===== config.mk =====
export PLATFORM = sky130hd
export DESIGN_NAME = loop_opts
export DESIGN_NICKNAME = d
export VERILOG_FILES = /design/src/loop_opts.v
export VERILOG_INCLUDE_DIRS = /design/src /design/src/src
export SDC_FILE = /design/constraint.sdc
export NUM_CORES = 1
export LEC_CHECK = 0
export BUFFER_PORTS_ARGS = -buffer_cell sky130_fd_sc_hd__buf_2
export CAP_MARGIN = 20
export CORE_ASPECT_RATIO = 0.7
export CORE_UTILIZATION = 60
export CTS_CLUSTER_DIAMETER = 200
export DETAILED_ROUTE_END_ITERATION = 10
export GPL_TIMING_DRIVEN = 0
export PLACE_DENSITY = 0.77
export SETUP_SLACK_MARGIN = 0.15
export SLEW_MARGIN = 40
export SYNTH_ARGS = -nofsm -noshare
export SYNTH_HDL_FRONTEND = slang
export SYNTH_SLANG_ARGS = --single-unit

===== constraint.sdc =====
create_clock -name mclk_i -period 23.7 [get_ports mclk_i]
set_input_delay 3.555 -clock mclk_i [delete_from_list [all_inputs] [get_ports mclk_i]]
set_output_delay 3.555 -clock mclk_i [all_outputs]
set_load 0.02 [all_outputs]

===== src/loop_opts_map.vh =====
// constants for the two-channel loop detector option logic
`ifndef LOOP_OPTS_MAP_VH
`define LOOP_OPTS_MAP_VH
// register indices
`define REG_CTRL 4'h0
`define REG_CH0_CFG 4'h1
`define REG_CH1_CFG 4'h2
`define REG_CH0_EXT 4'h3
`define REG_CH1_EXT 4'h4
`define REG_CH0_CNT 4'h5
`define REG_CH1_CNT 4'h6
`define REG_STATUS 4'h7
`define REG_DISP0 4'h8
`define REG_DISP1 4'h9
`define REG_COMP0 4'ha
`define REG_COMP1 4'hb
// ctrl fields
`define CTRL_COMMON_FAIL 0
`define CTRL_THIRD_CAR 1
`define CTRL_DIRECTIONAL 2
// per channel cfg fields
`define CFG_GREEN_COMP 0
`define CFG_CNT_DISP 1
`define CFG_CNT_RST 2
`define CFG_AUDIBLE 3
`define CFG_DISC_EN 4
`define CFG_DISC_SUB 5
`define CFG_LANE_LSB 8
`define CFG_LANE_MSB 10
`define LANE_RESET 3'h1
`define LANE_MAX 3'h5
// timing
`define TICK_MS 100
`define CLK_MHZ 100
`define TICK_CYCLES (`TICK_MS * 1000 * `CLK_MHZ)
`define COMP_S 15
`define COMP_TICKS (`COMP_S * 1000 / `TICK_MS)
`define COMP_TOTAL 16'h01f4
`define AUD_MIN 15
`define AUD_TICKS (`AUD_MIN * 60 * 1000 / `TICK_MS)
`define DISP_ALT_TICKS 10
`define DISP_LOW_MAX 16'h03e7
`endif


===== src/loop_opts.v =====
// option logic of a two-channel inductive loop detector
// Operation
// green compensation desensitizes 0.05 percent over 15 s during green with call
// compensation off means normal compensation only; enable held per channel
// count display replaces normal display with channel vehicle count
// per channel 16-bit vehicle counter wraps from 65535 to zero
// display low three digits up to 999, else alternate upper and lower
// counter reset off-to-on clears that channel's count
// counter reset setting always reads back as off when viewed
// lane loop setting per channel, five values one through five
// common fail makes any channel failure drive both fail outputs
// third-car mode calls both channels only while both loops occupied
// third-car first detecting channel shows pending while waiting
// directional first detecting channel is pending, outputs no call
// directional last detecting channel calls until its own detection ends
// directional first channel runs no timers, behaves as presence
// directional second channel runs its programmed timing normally
// audible follows selected channel raw occupancy only
// audible enabled on one channel clears it on the other
// audible setting clears itself after 15 minutes and at reset
// disconnect in green: detection end starts extension, expiry withholds calls
// disconnect with green inactive gives normal behaviour
// subtype off: extension still applies and serves as disconnect timer
// subtype on: no extension, call follows occupancy until disconnect
// extension 0 to 25.5 s in 0.1 s steps, restarts on re-entry
// controller drives phase green low for green, high for not green
// count each detected vehicle exactly once
// paired modes exclusive on channels one and two; pending clears properly
`timescale 1ns/100ps
`include "loop_opts_map.vh"
module loop_opts #(
  parameter TICK_CYCLES = `TICK_CYCLES,
  parameter AUD_TICKS = `AUD_TICKS
) (
  // clock, reset, enable
  input wire mclk_i,
  input wire nrst_i,
  input wire ce_i,
  // register port
  input wire [3:0] addr_i,
  input wire [15:0] wdata_i,
  input wire wr_i,
  input wire rd_i,
  output reg [15:0] rdata_o,
  // detector core, same clock
  input wire [1:0] occ_i,
  input wire [1:0] fail_i,
  // controller pins
  input wire [1:0] green_n_i,
  output wire [1:0] call_o,
  output wire [1:0] fail_o,
  // front panel
  output wire [1:0] pending_o,
  output wire audible_o,
  output reg [15:0] comp_o
);

////////////////////////////////////////////////////////////////////////////////
// synchronisers and tick

reg [1:0] gs1_q;
reg [1:0] gs2_q;
reg [26:0] tick_cnt_q;
// one shared 0.1 s tick: timers quantise to it, so a first step may come early
wire tick = (tick_cnt_q == TICK_CYCLES - 1);
always @(posedge mclk_i)
begin
  if (!nrst_i)
  begin
    gs1_q <= 2'h3;
    gs2_q <= 2'h3;
    tick_cnt_q <= 27'h0;
  end
  else if (ce_i)
  begin
    gs1_q <= green_n_i;
    gs2_q <= gs1_q;
    tick_cnt_q <= tick ? 27'h0 : tick_cnt_q + 27'h1;
  end
end
wire [1:0] green = ~gs2_q;

////////////////////////////////////////////////////////////////////////////////
// settings

reg [2:0] ctrl_q;
reg [10:0] cfg_q [0:1];
reg [7:0] ext_q [0:1];
reg [22:0] aud_cnt_q;
wire wr_cfg0 = wr_i && addr_i == `REG_CH0_CFG;
wire wr_cfg1 = wr_i && addr_i == `REG_CH1_CFG;
wire aud_exp = (aud_cnt_q == AUD_TICKS - 1) && tick;
// paired modes are exclusive; directional wins if both written
wire dir_mode = ctrl_q[`CTRL_DIRECTIONAL];
wire tcp_mode = ctrl_q[`CTRL_THIRD_CAR] && !dir_mode;

always @(posedge mclk_i)
begin
  if (!nrst_i)
  begin
    ctrl_q <= 3'h0;
    cfg_q[0] <= {`LANE_RESET, 8'h00};
    cfg_q[1] <= {`LANE_RESET, 8'h00};
    ext_q[0] <= 8'h00;
    ext_q[1] <= 8'h00;
    aud_cnt_q <= 23'h0;
  end
  else if (ce_i)
  begin
    if (wr_i && addr_i == `REG_CTRL)
      ctrl_q <= wdata_i[2:0];
    if (wr_i && addr_i == `REG_CH0_EXT)
      ext_q[0] <= wdata_i[7:0];
    if (wr_i && addr_i == `REG_CH1_EXT)
      ext_q[1] <= wdata_i[7:0];
    if (wr_cfg0)
      cfg_q[0] <= {(wdata_i[10:8] >= 3'h1 && wdata_i[10:8] <= `LANE_MAX) ?
        wdata_i[10:8] : cfg_q[0][10:8], 2'h0, wdata_i[5:0]};
    if (wr_cfg1)
      cfg_q[1] <= {(wdata_i[10:8] >= 3'h1 && wdata_i[10:8] <= `LANE_MAX) ?
        wdata_i[10:8] : cfg_q[1][10:8], 2'h0, wdata_i[5:0]};
    // counter reset bit never stays set, so it always reads off
    if (!wr_cfg0)
      cfg_q[0][`CFG_CNT_RST] <= 1'b0;
    if (!wr_cfg1)
      cfg_q[1][`CFG_CNT_RST] <= 1'b0;
    // audible exclusivity and timeout
    if (wr_cfg0 && wdata_i[`CFG_AUDIBLE])
      cfg_q[1][`CFG_AUDIBLE] <= 1'b0;
    else if (wr_cfg1 && wdata_i[`CFG_AUDIBLE])
      cfg_q[0][`CFG_AUDIBLE] <= 1'b0;
    if ((wr_cfg0 || wr_cfg1) && wdata_i[`CFG_AUDIBLE])
      aud_cnt_q <= 23'h0;
    else if (aud_exp)
    begin
      if (!wr_cfg0)
        cfg_q[0][`CFG_AUDIBLE] <= 1'b0;
      if (!wr_cfg1)
        cfg_q[1][`CFG_AUDIBLE] <= 1'b0;
      aud_cnt_q <= 23'h0;
    end
    else if (tick && (cfg_q[0][`CFG_AUDIBLE] || cfg_q[1][`CFG_AUDIBLE]))
      aud_cnt_q <= aud_cnt_q + 23'h1;
  end
end

assign audible_o = (cfg_q[0][`CFG_AUDIBLE] && occ_i[0]) ||
  (cfg_q[1][`CFG_AUDIBLE] && occ_i[1]);

////////////////////////////////////////////////////////////////////////////////
// pairing: who detected first

reg [1:0] first_q;
reg [1:0] occ_prev_q;
// first_q names the channel that detected first; one-hot codes let it mask calls
localparam [1:0] PAIR_IDLE = 2'h0;
localparam [1:0] PAIR_FIRST0 = 2'h1;
localparam [1:0] PAIR_FIRST1 = 2'h2;
wire paired = dir_mode || tcp_mode;
always @(posedge mclk_i)
begin
  if (!nrst_i)
  begin
    first_q <= 2'h0;
    occ_prev_q <= 2'h0;
  end
  else if (ce_i)
  begin
    occ_prev_q <= occ_i;
    case (first_q)
      PAIR_IDLE:
      begin
        if (paired && occ_i == 2'h2)
          first_q <= PAIR_FIRST1;
        else if (paired && occ_i != 2'h0)
          first_q <= PAIR_FIRST0; // both at once: channel one taken as first
      end
      PAIR_FIRST0, PAIR_FIRST1:
      begin
        if (!paired || occ_i == 2'h0)
          first_q <= PAIR_IDLE;
        else if (occ_i != 2'h3 && (first_q & occ_i) == 2'h0 && !dir_mode)
          first_q <= occ_i; // third-car: the loop still occupied waits again
        // directional keeps the first even after it leaves: the last keeps calling
      end
      default:
        first_q <= PAIR_IDLE;
    endcase
  end
end
// pending while first alone; clears once both detect
assign pending_o = (paired && occ_i != 2'h3 && (first_q & occ_i) != 2'h0) ?
  first_q : 2'h0;

////////////////////////////////////////////////////////////////////////////////
// per channel timing, counting and display

wire [1:0] base_call;
wire [1:0] any_fail = ctrl_q[`CTRL_COMMON_FAIL] && (fail_i != 2'h0) ?
  2'h3 : fail_i;
assign fail_o = any_fail;
// each channel owns its state; these packed buses only carry it out
wire [31:0] cnt_all;
wire [31:0] disp_all;
wire [31:0] comp_all;
wire [15:0] cnt_view0 = cnt_all[15:0];
wire [15:0] cnt_view1 = cnt_all[31:16];
wire [15:0] disp_view0 = disp_all[15:0];
wire [15:0] disp_view1 = disp_all[31:16];
wire [15:0] comp_view0 = comp_all[15:0];
wire [15:0] comp_view1 = comp_all[31:16];
// the ramp product is kept in 24 bits: 500 times 150 steps needs 17, overflowing 16
localparam [23:0] COMP_DIV = `COMP_TICKS;

genvar c;
generate
  for (c = 0; c < 2; c = c + 1)
  begin : g_ch
    reg [7:0] ext_cnt_q;
    reg ext_run_q;
    reg disc_q;
    reg [7:0] comp_tick_q;
    reg [3:0] alt_q;
    reg alt_hi_q;
    reg [15:0] cnt_q;
    reg [15:0] disp_q;
    reg [15:0] comp_q;
    wire [10:0] cfg = cfg_q[c];
    // directional first channel: no timers, plain presence
    wire no_timers = dir_mode && first_q[c];
    wire disc_act = cfg[`CFG_DISC_EN] && green[c] && !no_timers;
    wire use_ext = !no_timers && !(disc_act && cfg[`CFG_DISC_SUB]);
    wire fall = occ_prev_q[c] && !occ_i[c];
    wire rise = occ_i[c] && !occ_prev_q[c];
    // the stored reset bit clears a cycle after its write, so a write with it set is an off-to-on change unless the previous cycle also set it
    wire cnt_rst = (c == 0 ? wr_cfg0 : wr_cfg1) && wdata_i[`CFG_CNT_RST] &&
      !cfg[`CFG_CNT_RST];
    wire [15:0] lo3 = cnt_q % 16'h03e8;
    wire [15:0] hi2 = cnt_q / 16'h03e8;
    wire [23:0] comp_num = {8'h00, `COMP_TOTAL} * {16'h0000, comp_tick_q + 8'h01};
    wire [23:0] comp_quo = comp_num / COMP_DIV;
    always @(posedge mclk_i)
    begin
      if (!nrst_i)
      begin
        ext_cnt_q <= 8'h00;
        ext_run_q <= 1'b0;
        disc_q <= 1'b0;
        cnt_q <= 16'h0000;
        disp_q <= 16'h0000;
        comp_q <= 16'h0000;
        comp_tick_q <= 8'h00;
        alt_q <= 4'h0;
        alt_hi_q <= 1'b0;
      end
      else if (ce_i)
      begin
        // extension restarts in full on each clearing of the zone
        // a directional first channel must not leave an extension behind
        if (occ_i[c] || no_timers)
          ext_run_q <= 1'b0;
        else if (fall)
        begin
          ext_run_q <= ext_q[c] != 8'h00;
          ext_cnt_q <= ext_q[c];
          if (ext_q[c] == 8'h00 && disc_act)
            disc_q <= 1'b1;
        end
        else if (ext_run_q && tick)
        begin
          ext_cnt_q <= ext_cnt_q - 8'h01;
          if (ext_cnt_q == 8'h01)
          begin
            ext_run_q <= 1'b0;
            if (disc_act)
              disc_q <= 1'b1;
          end
        end
        if (!green[c] || !cfg[`CFG_DISC_EN])
          disc_q <= 1'b0;
        // vehicle counter: once per entry, wraps
        if (cnt_rst)
          cnt_q <= 16'h0000;
        else if (rise)
          cnt_q <= cnt_q + 16'h0001;
        // display: plain binary low three digits, upper part flagged by bit 15 alternates
        if (tick)
        begin
          alt_q <= (alt_q == `DISP_ALT_TICKS - 1) ? 4'h0 : alt_q + 4'h1;
          if (alt_q == `DISP_ALT_TICKS - 1)
            alt_hi_q <= !alt_hi_q;
        end
        if (!cfg[`CFG_CNT_DISP])
          disp_q <= 16'h0000;
        else if (cnt_q <= `DISP_LOW_MAX || !alt_hi_q)
          disp_q <= {4'h0, lo3[11:0]};
        else
          disp_q <= {1'b1, 8'h00, hi2[6:0]};
        // green compensation: 500 units of 0.0001 percent over 15 s
        if (!cfg[`CFG_GREEN_COMP] || !green[c])
        begin
          comp_q <= 16'h0000;
          comp_tick_q <= 8'h00;
        end
        else if (call_o[c] && tick && comp_tick_q != `COMP_TICKS)
        begin
          comp_tick_q <= comp_tick_q + 8'h01;
          comp_q <= comp_quo[15:0];
        end
      end
    end
    assign base_call[c] = any_fail[c] || (!disc_q &&
      (occ_i[c] || (use_ext && ext_run_q)));
    assign cnt_all[16*c +: 16] = cnt_q;
    assign disp_all[16*c +: 16] = disp_q;
    assign comp_all[16*c +: 16] = comp_q;
  end
endgenerate

// registered so the panel value never glitches between the two channels
always @(posedge mclk_i)
begin
  if (!nrst_i)
    comp_o <= 16'h0000;
  else if (ce_i)
    comp_o <= (comp_view0 > comp_view1) ? comp_view0 : comp_view1;
end

reg [1:0] call_sel;
always @*
begin
  call_sel = base_call;
  if (tcp_mode)
  begin
    // and-pairing: a call needs both loops, a failed loop still calls
    if (occ_i == 2'h3)
      call_sel = {2{&base_call}} | any_fail;
    else
      call_sel = any_fail;
  end
  else if (dir_mode)
    call_sel = (base_call & ~first_q) | (any_fail & first_q);
end
assign call_o = call_sel;

////////////////////////////////////////////////////////////////////////////////
// register read

always @(posedge mclk_i)
begin
  if (!nrst_i)
    rdata_o <= 16'h0000;
  else if (ce_i)
  begin
    rdata_o <= 16'h0000;
    if (rd_i)
      case (addr_i)
        `REG_CTRL: rdata_o <= {13'h0, ctrl_q};
        // the counter reset request is write-only, so it always reads off
        `REG_CH0_CFG: rdata_o <= {5'h0, cfg_q[0][10:3], 1'b0, cfg_q[0][1:0]};
        `REG_CH1_CFG: rdata_o <= {5'h0, cfg_q[1][10:3], 1'b0, cfg_q[1][1:0]};
        `REG_CH0_EXT: rdata_o <= {8'h0, ext_q[0]};
        `REG_CH1_EXT: rdata_o <= {8'h0, ext_q[1]};
        `REG_CH0_CNT: rdata_o <= cnt_view0;
        `REG_CH1_CNT: rdata_o <= cnt_view1;
        `REG_STATUS: rdata_o <= {7'h0, audible_o, pending_o, fail_o, call_o, occ_i};
        `REG_DISP0: rdata_o <= disp_view0;
        `REG_DISP1: rdata_o <= disp_view1;
        `REG_COMP0: rdata_o <= comp_view0;
        `REG_COMP1: rdata_o <= comp_view1;
        default: rdata_o <= 16'h0000;
      endcase
  end
end

endmodule // loop_opts


==> impl_metrics.yaml <==
setup_path:
  crit_type: "reg -> reg"
  r2r-start: "g_ch[1].comp_tick_q[0]"
  worstPathRequired_ns: 24.14
  slowest_delay_ns: 0.64
  critPathMaxFanout: 10
  startpoint_type: "flop"
  cp_data_arrival_time_ns: 15.13
  crit_path_start: "g_ch[1].comp_tick_q[0]"
  end_kind: "flop"
  cpMaxStageDelayCell: "o211ai_1"
grt:
  use_met2_pct: 52.3
  grt_antenna_before_repair: 1
  met1_usage_pct: 54.6
  busiest_layer: "met1"
  grt_start_max_net_pins: 16
  grt_usage_pct: 35.9
  grt_pass1_wl_um: 116000
  gr-total-overflow: 0
  grt_pass1_vias: 21400
  grt_util_met3_pct: 7.04
logic_synthesis:
  yosys_register_bits: 245
  synthAdderAreaFrac_pct: 8.89
  synth_cell_types: 121
  ys.flop_type: "dfxtp_1"
  async_flop_share_pct: 0
  synth-xor-area-share_pct: 8.49
  synth-seq-area-share_pct: 22.2
  synthCells: 3042
  synth-compound-area-share_pct: 26.2
  synth.area.mux_share_pct: 3.22
  netlist_area_um2: 23500
  synthSimpleGateAreaFrac_pct: 26.1
  synth_edf_count: 30
  avgSynthCellArea_um2: 7.72
  ys_warn_count: 0
  synth_top_family_by_area: "compound AO/OA/AOI/OAI gates"
routing:
  wl_um: 73900
  drt_iter0_markers: 2823
  num_vias: 24100
  first_pass_iters: 6
  viasPerCell: 6.55
  drc: 0
  post_drt_wl_per_cell_um: 20.1
  detail-route-antenna-nets: 0
place:
  dp_hpwl_um: 57900
  io_buffers: 55
  dp_slack_ns: 9.37
  place_congestion: 1.03
  dp.cells: 3631
layout:
  final_common_cell: "nand2_1"
  synthToLayoutAreaGrowth_pct: 7.89
  multi_input_area_um2: 17200
  fillers: 3364
  regArea_um2: 5200
  stdcell_count: 3674
  finish.utilization_pct: 65.8
  antenna_cells: 0
  layout_common_cells: "nand2_1, nor2_1, dfxtp_1"
  layout-drive-gt1-share_pct: 8.61
  nets: 3297
sta:
  finClkSkew_ns: 0.0167
  finalSetupTns_ns: 0
  worstMarginPinSlew_ns: 0.901
  relSlewSlack_pct: 39.9
  worst_slack_ns: 9.01
  finalCritPeriodShare_pct: 62.0
  final-max-slew-violation-count: 0
  max_freq_mhz: 68.1
  fin_crit_ns: 14.69
  hold_violations: 0
  rsz0062_at_grt: "false"
  finalSetupViolCount: 0
floorplan:
  fp.dieW_um: 238
  num_io_pins: 70
  coreArea_um2: 38500
  row_count: 60
  start_util_pct: 60.9
  dieArea_um2: 39900
  die_h_um: 167
clocking:
  cts_tree: "yes"
  cts_root_buf: "clkbuf_16"
  cts_buffers: 23
  clk-insertion-delay-late_ns: 0.55
  postCtsHoldBufs: 0
  post_cts_buffers: 0
  cts-resized-gates: 0
  cts.reportedPaths.clkPinSlew_ns: 0.07
  cts_num_sinks: 245
  cts_buffer_depth: 3
  h-tree-depth: 1
pwr:
  internal_power_uw: 659
  combPwrFrac_pct: 9.5
  power_leakage_uw: 0.00976
  seqPwrFrac_pct: 48.5
  clkPwrFrac_pct: 42.0
  power-per-cell-area_nw_per_um2: 35.4
  swShare_pct: 26.5
  ir_drop_mv: 0.0650
  power_switching_uw: 238
hold_path:
  hp-start: "disp_view1[10]"
  min_path_type: "reg -> reg"
status:
  status: "finished, final reports clean"
job:
  maxCapViolCount: 0
==> cell type report <==
| type | count | area share (%) |
|---|---|---|
| inverter | 136 | 2.02 |
| timing repair buffer | 58 | 1.17 |
| tap | 527 | 2.60 |
| sequential | 245 | 20.6 |
| multi-input combinational | 2517 | 68.1 |
| clock buffer | 34 | 2.76 |
| clock inverter | 8 | 0.237 |
| buffer | 149 | 2.57 |
==> registers in the layout (all words and copies together) (netlist names), 3 cells and up <==
signal	flops
aud_cnt_q	23
ext_q	16
cnt_view1	16
comp_o	10
rdata_o	16
disp_view1	13
cfg_q	18
cnt_view0	16
g_ch.alt_q	8
g_ch.comp_tick_q	16
disp_view0	13
g_ch.ext_cnt_q	16
comp_view1	10
tick_cnt_q	27
ctrl_q	3
comp_view0	10
==> cell usage after synthesis (77+ instances only) <==
cell type    n  share of area [%]
a21oi_1    180                3.8
clkbuf_1   107                1.7
dfxtp_1    215                 18
ha_1       102                5.4
inv_1      132                2.1
nand2_1    283                4.5
nand3_1    106                2.3
nor2_1     264                4.2
nor2b_1     99                2.6
nor3_1      77                1.6
o21ai_0    153                3.3
xnor2_1    137                5.1
xor2_1      85                3.2
==> worst max-delay path: cells and delay by family (launching register included) <==
family / cells / cell delay (ns)
AOI/OAI and AO/OA: 22 / 6.08
buffers and inverters: 12 / 2.90
adders and majority gates: 6 / 2.58
and+or+nand+nor: 8 / 1.44
xor gates and xnor gates: 3 / 0.68
DFF: 1 / 0.45
muxes: 1 / 0.44
==> power groups by stage <==
stage	clock, µW	combinational [µW]	sequential (µW)
2_1_floorplan	0	53.0	440
3_3_place_gp	0	79.6	443
3_5_place_dp	0	81.4	443
4_1_cts	379	81.8	434
5_1_grt	396	90.9	435
6_report	377	85.2	435
==> per-stage QoR <==
step           hold slack, ns  power (µW)  instance area (µm²)
2_1_floorplan           0.421         493                23500
3_3_place_gp            0.443         523                24400
3_5_place_dp            0.448         525                24500
4_1_cts                 0.465         895                25300
5_1_grt                 0.498         922                25300
6_report                0.468         897                25300
==> cell families after synthesis <==
kind of cell,after synthesis
adders and majority gates,149
muxes,73
other,1
DFF,245
xor gates and xnor gates,225
and+or+nand+nor,1205
AOI/OAI and AO/OA,859
buffers and inverters,285
==> metal layers <==
| metal | vias up | routed length (µm) |
|---|---|---|
| met3 | 98 | 7680 |
| li1 | 11300 | - |
| met2 | 1168 | 30600 |
| met4 | 0 | 1350 |
| met1 | 11500 | 34200 |
| met5 | - | 0 |
==> path summary, 6_finish.rpt <==
kind	to	slack, ns	cells past startpoint
max	comp_view1[0]	9.01	52
max reg2reg	comp_view1[0]	9.01	52
min reg2reg	disp_view1[10]	0.47	1
min	disp_view1[10]	0.47	1
(Power assumes the default switching activity.)
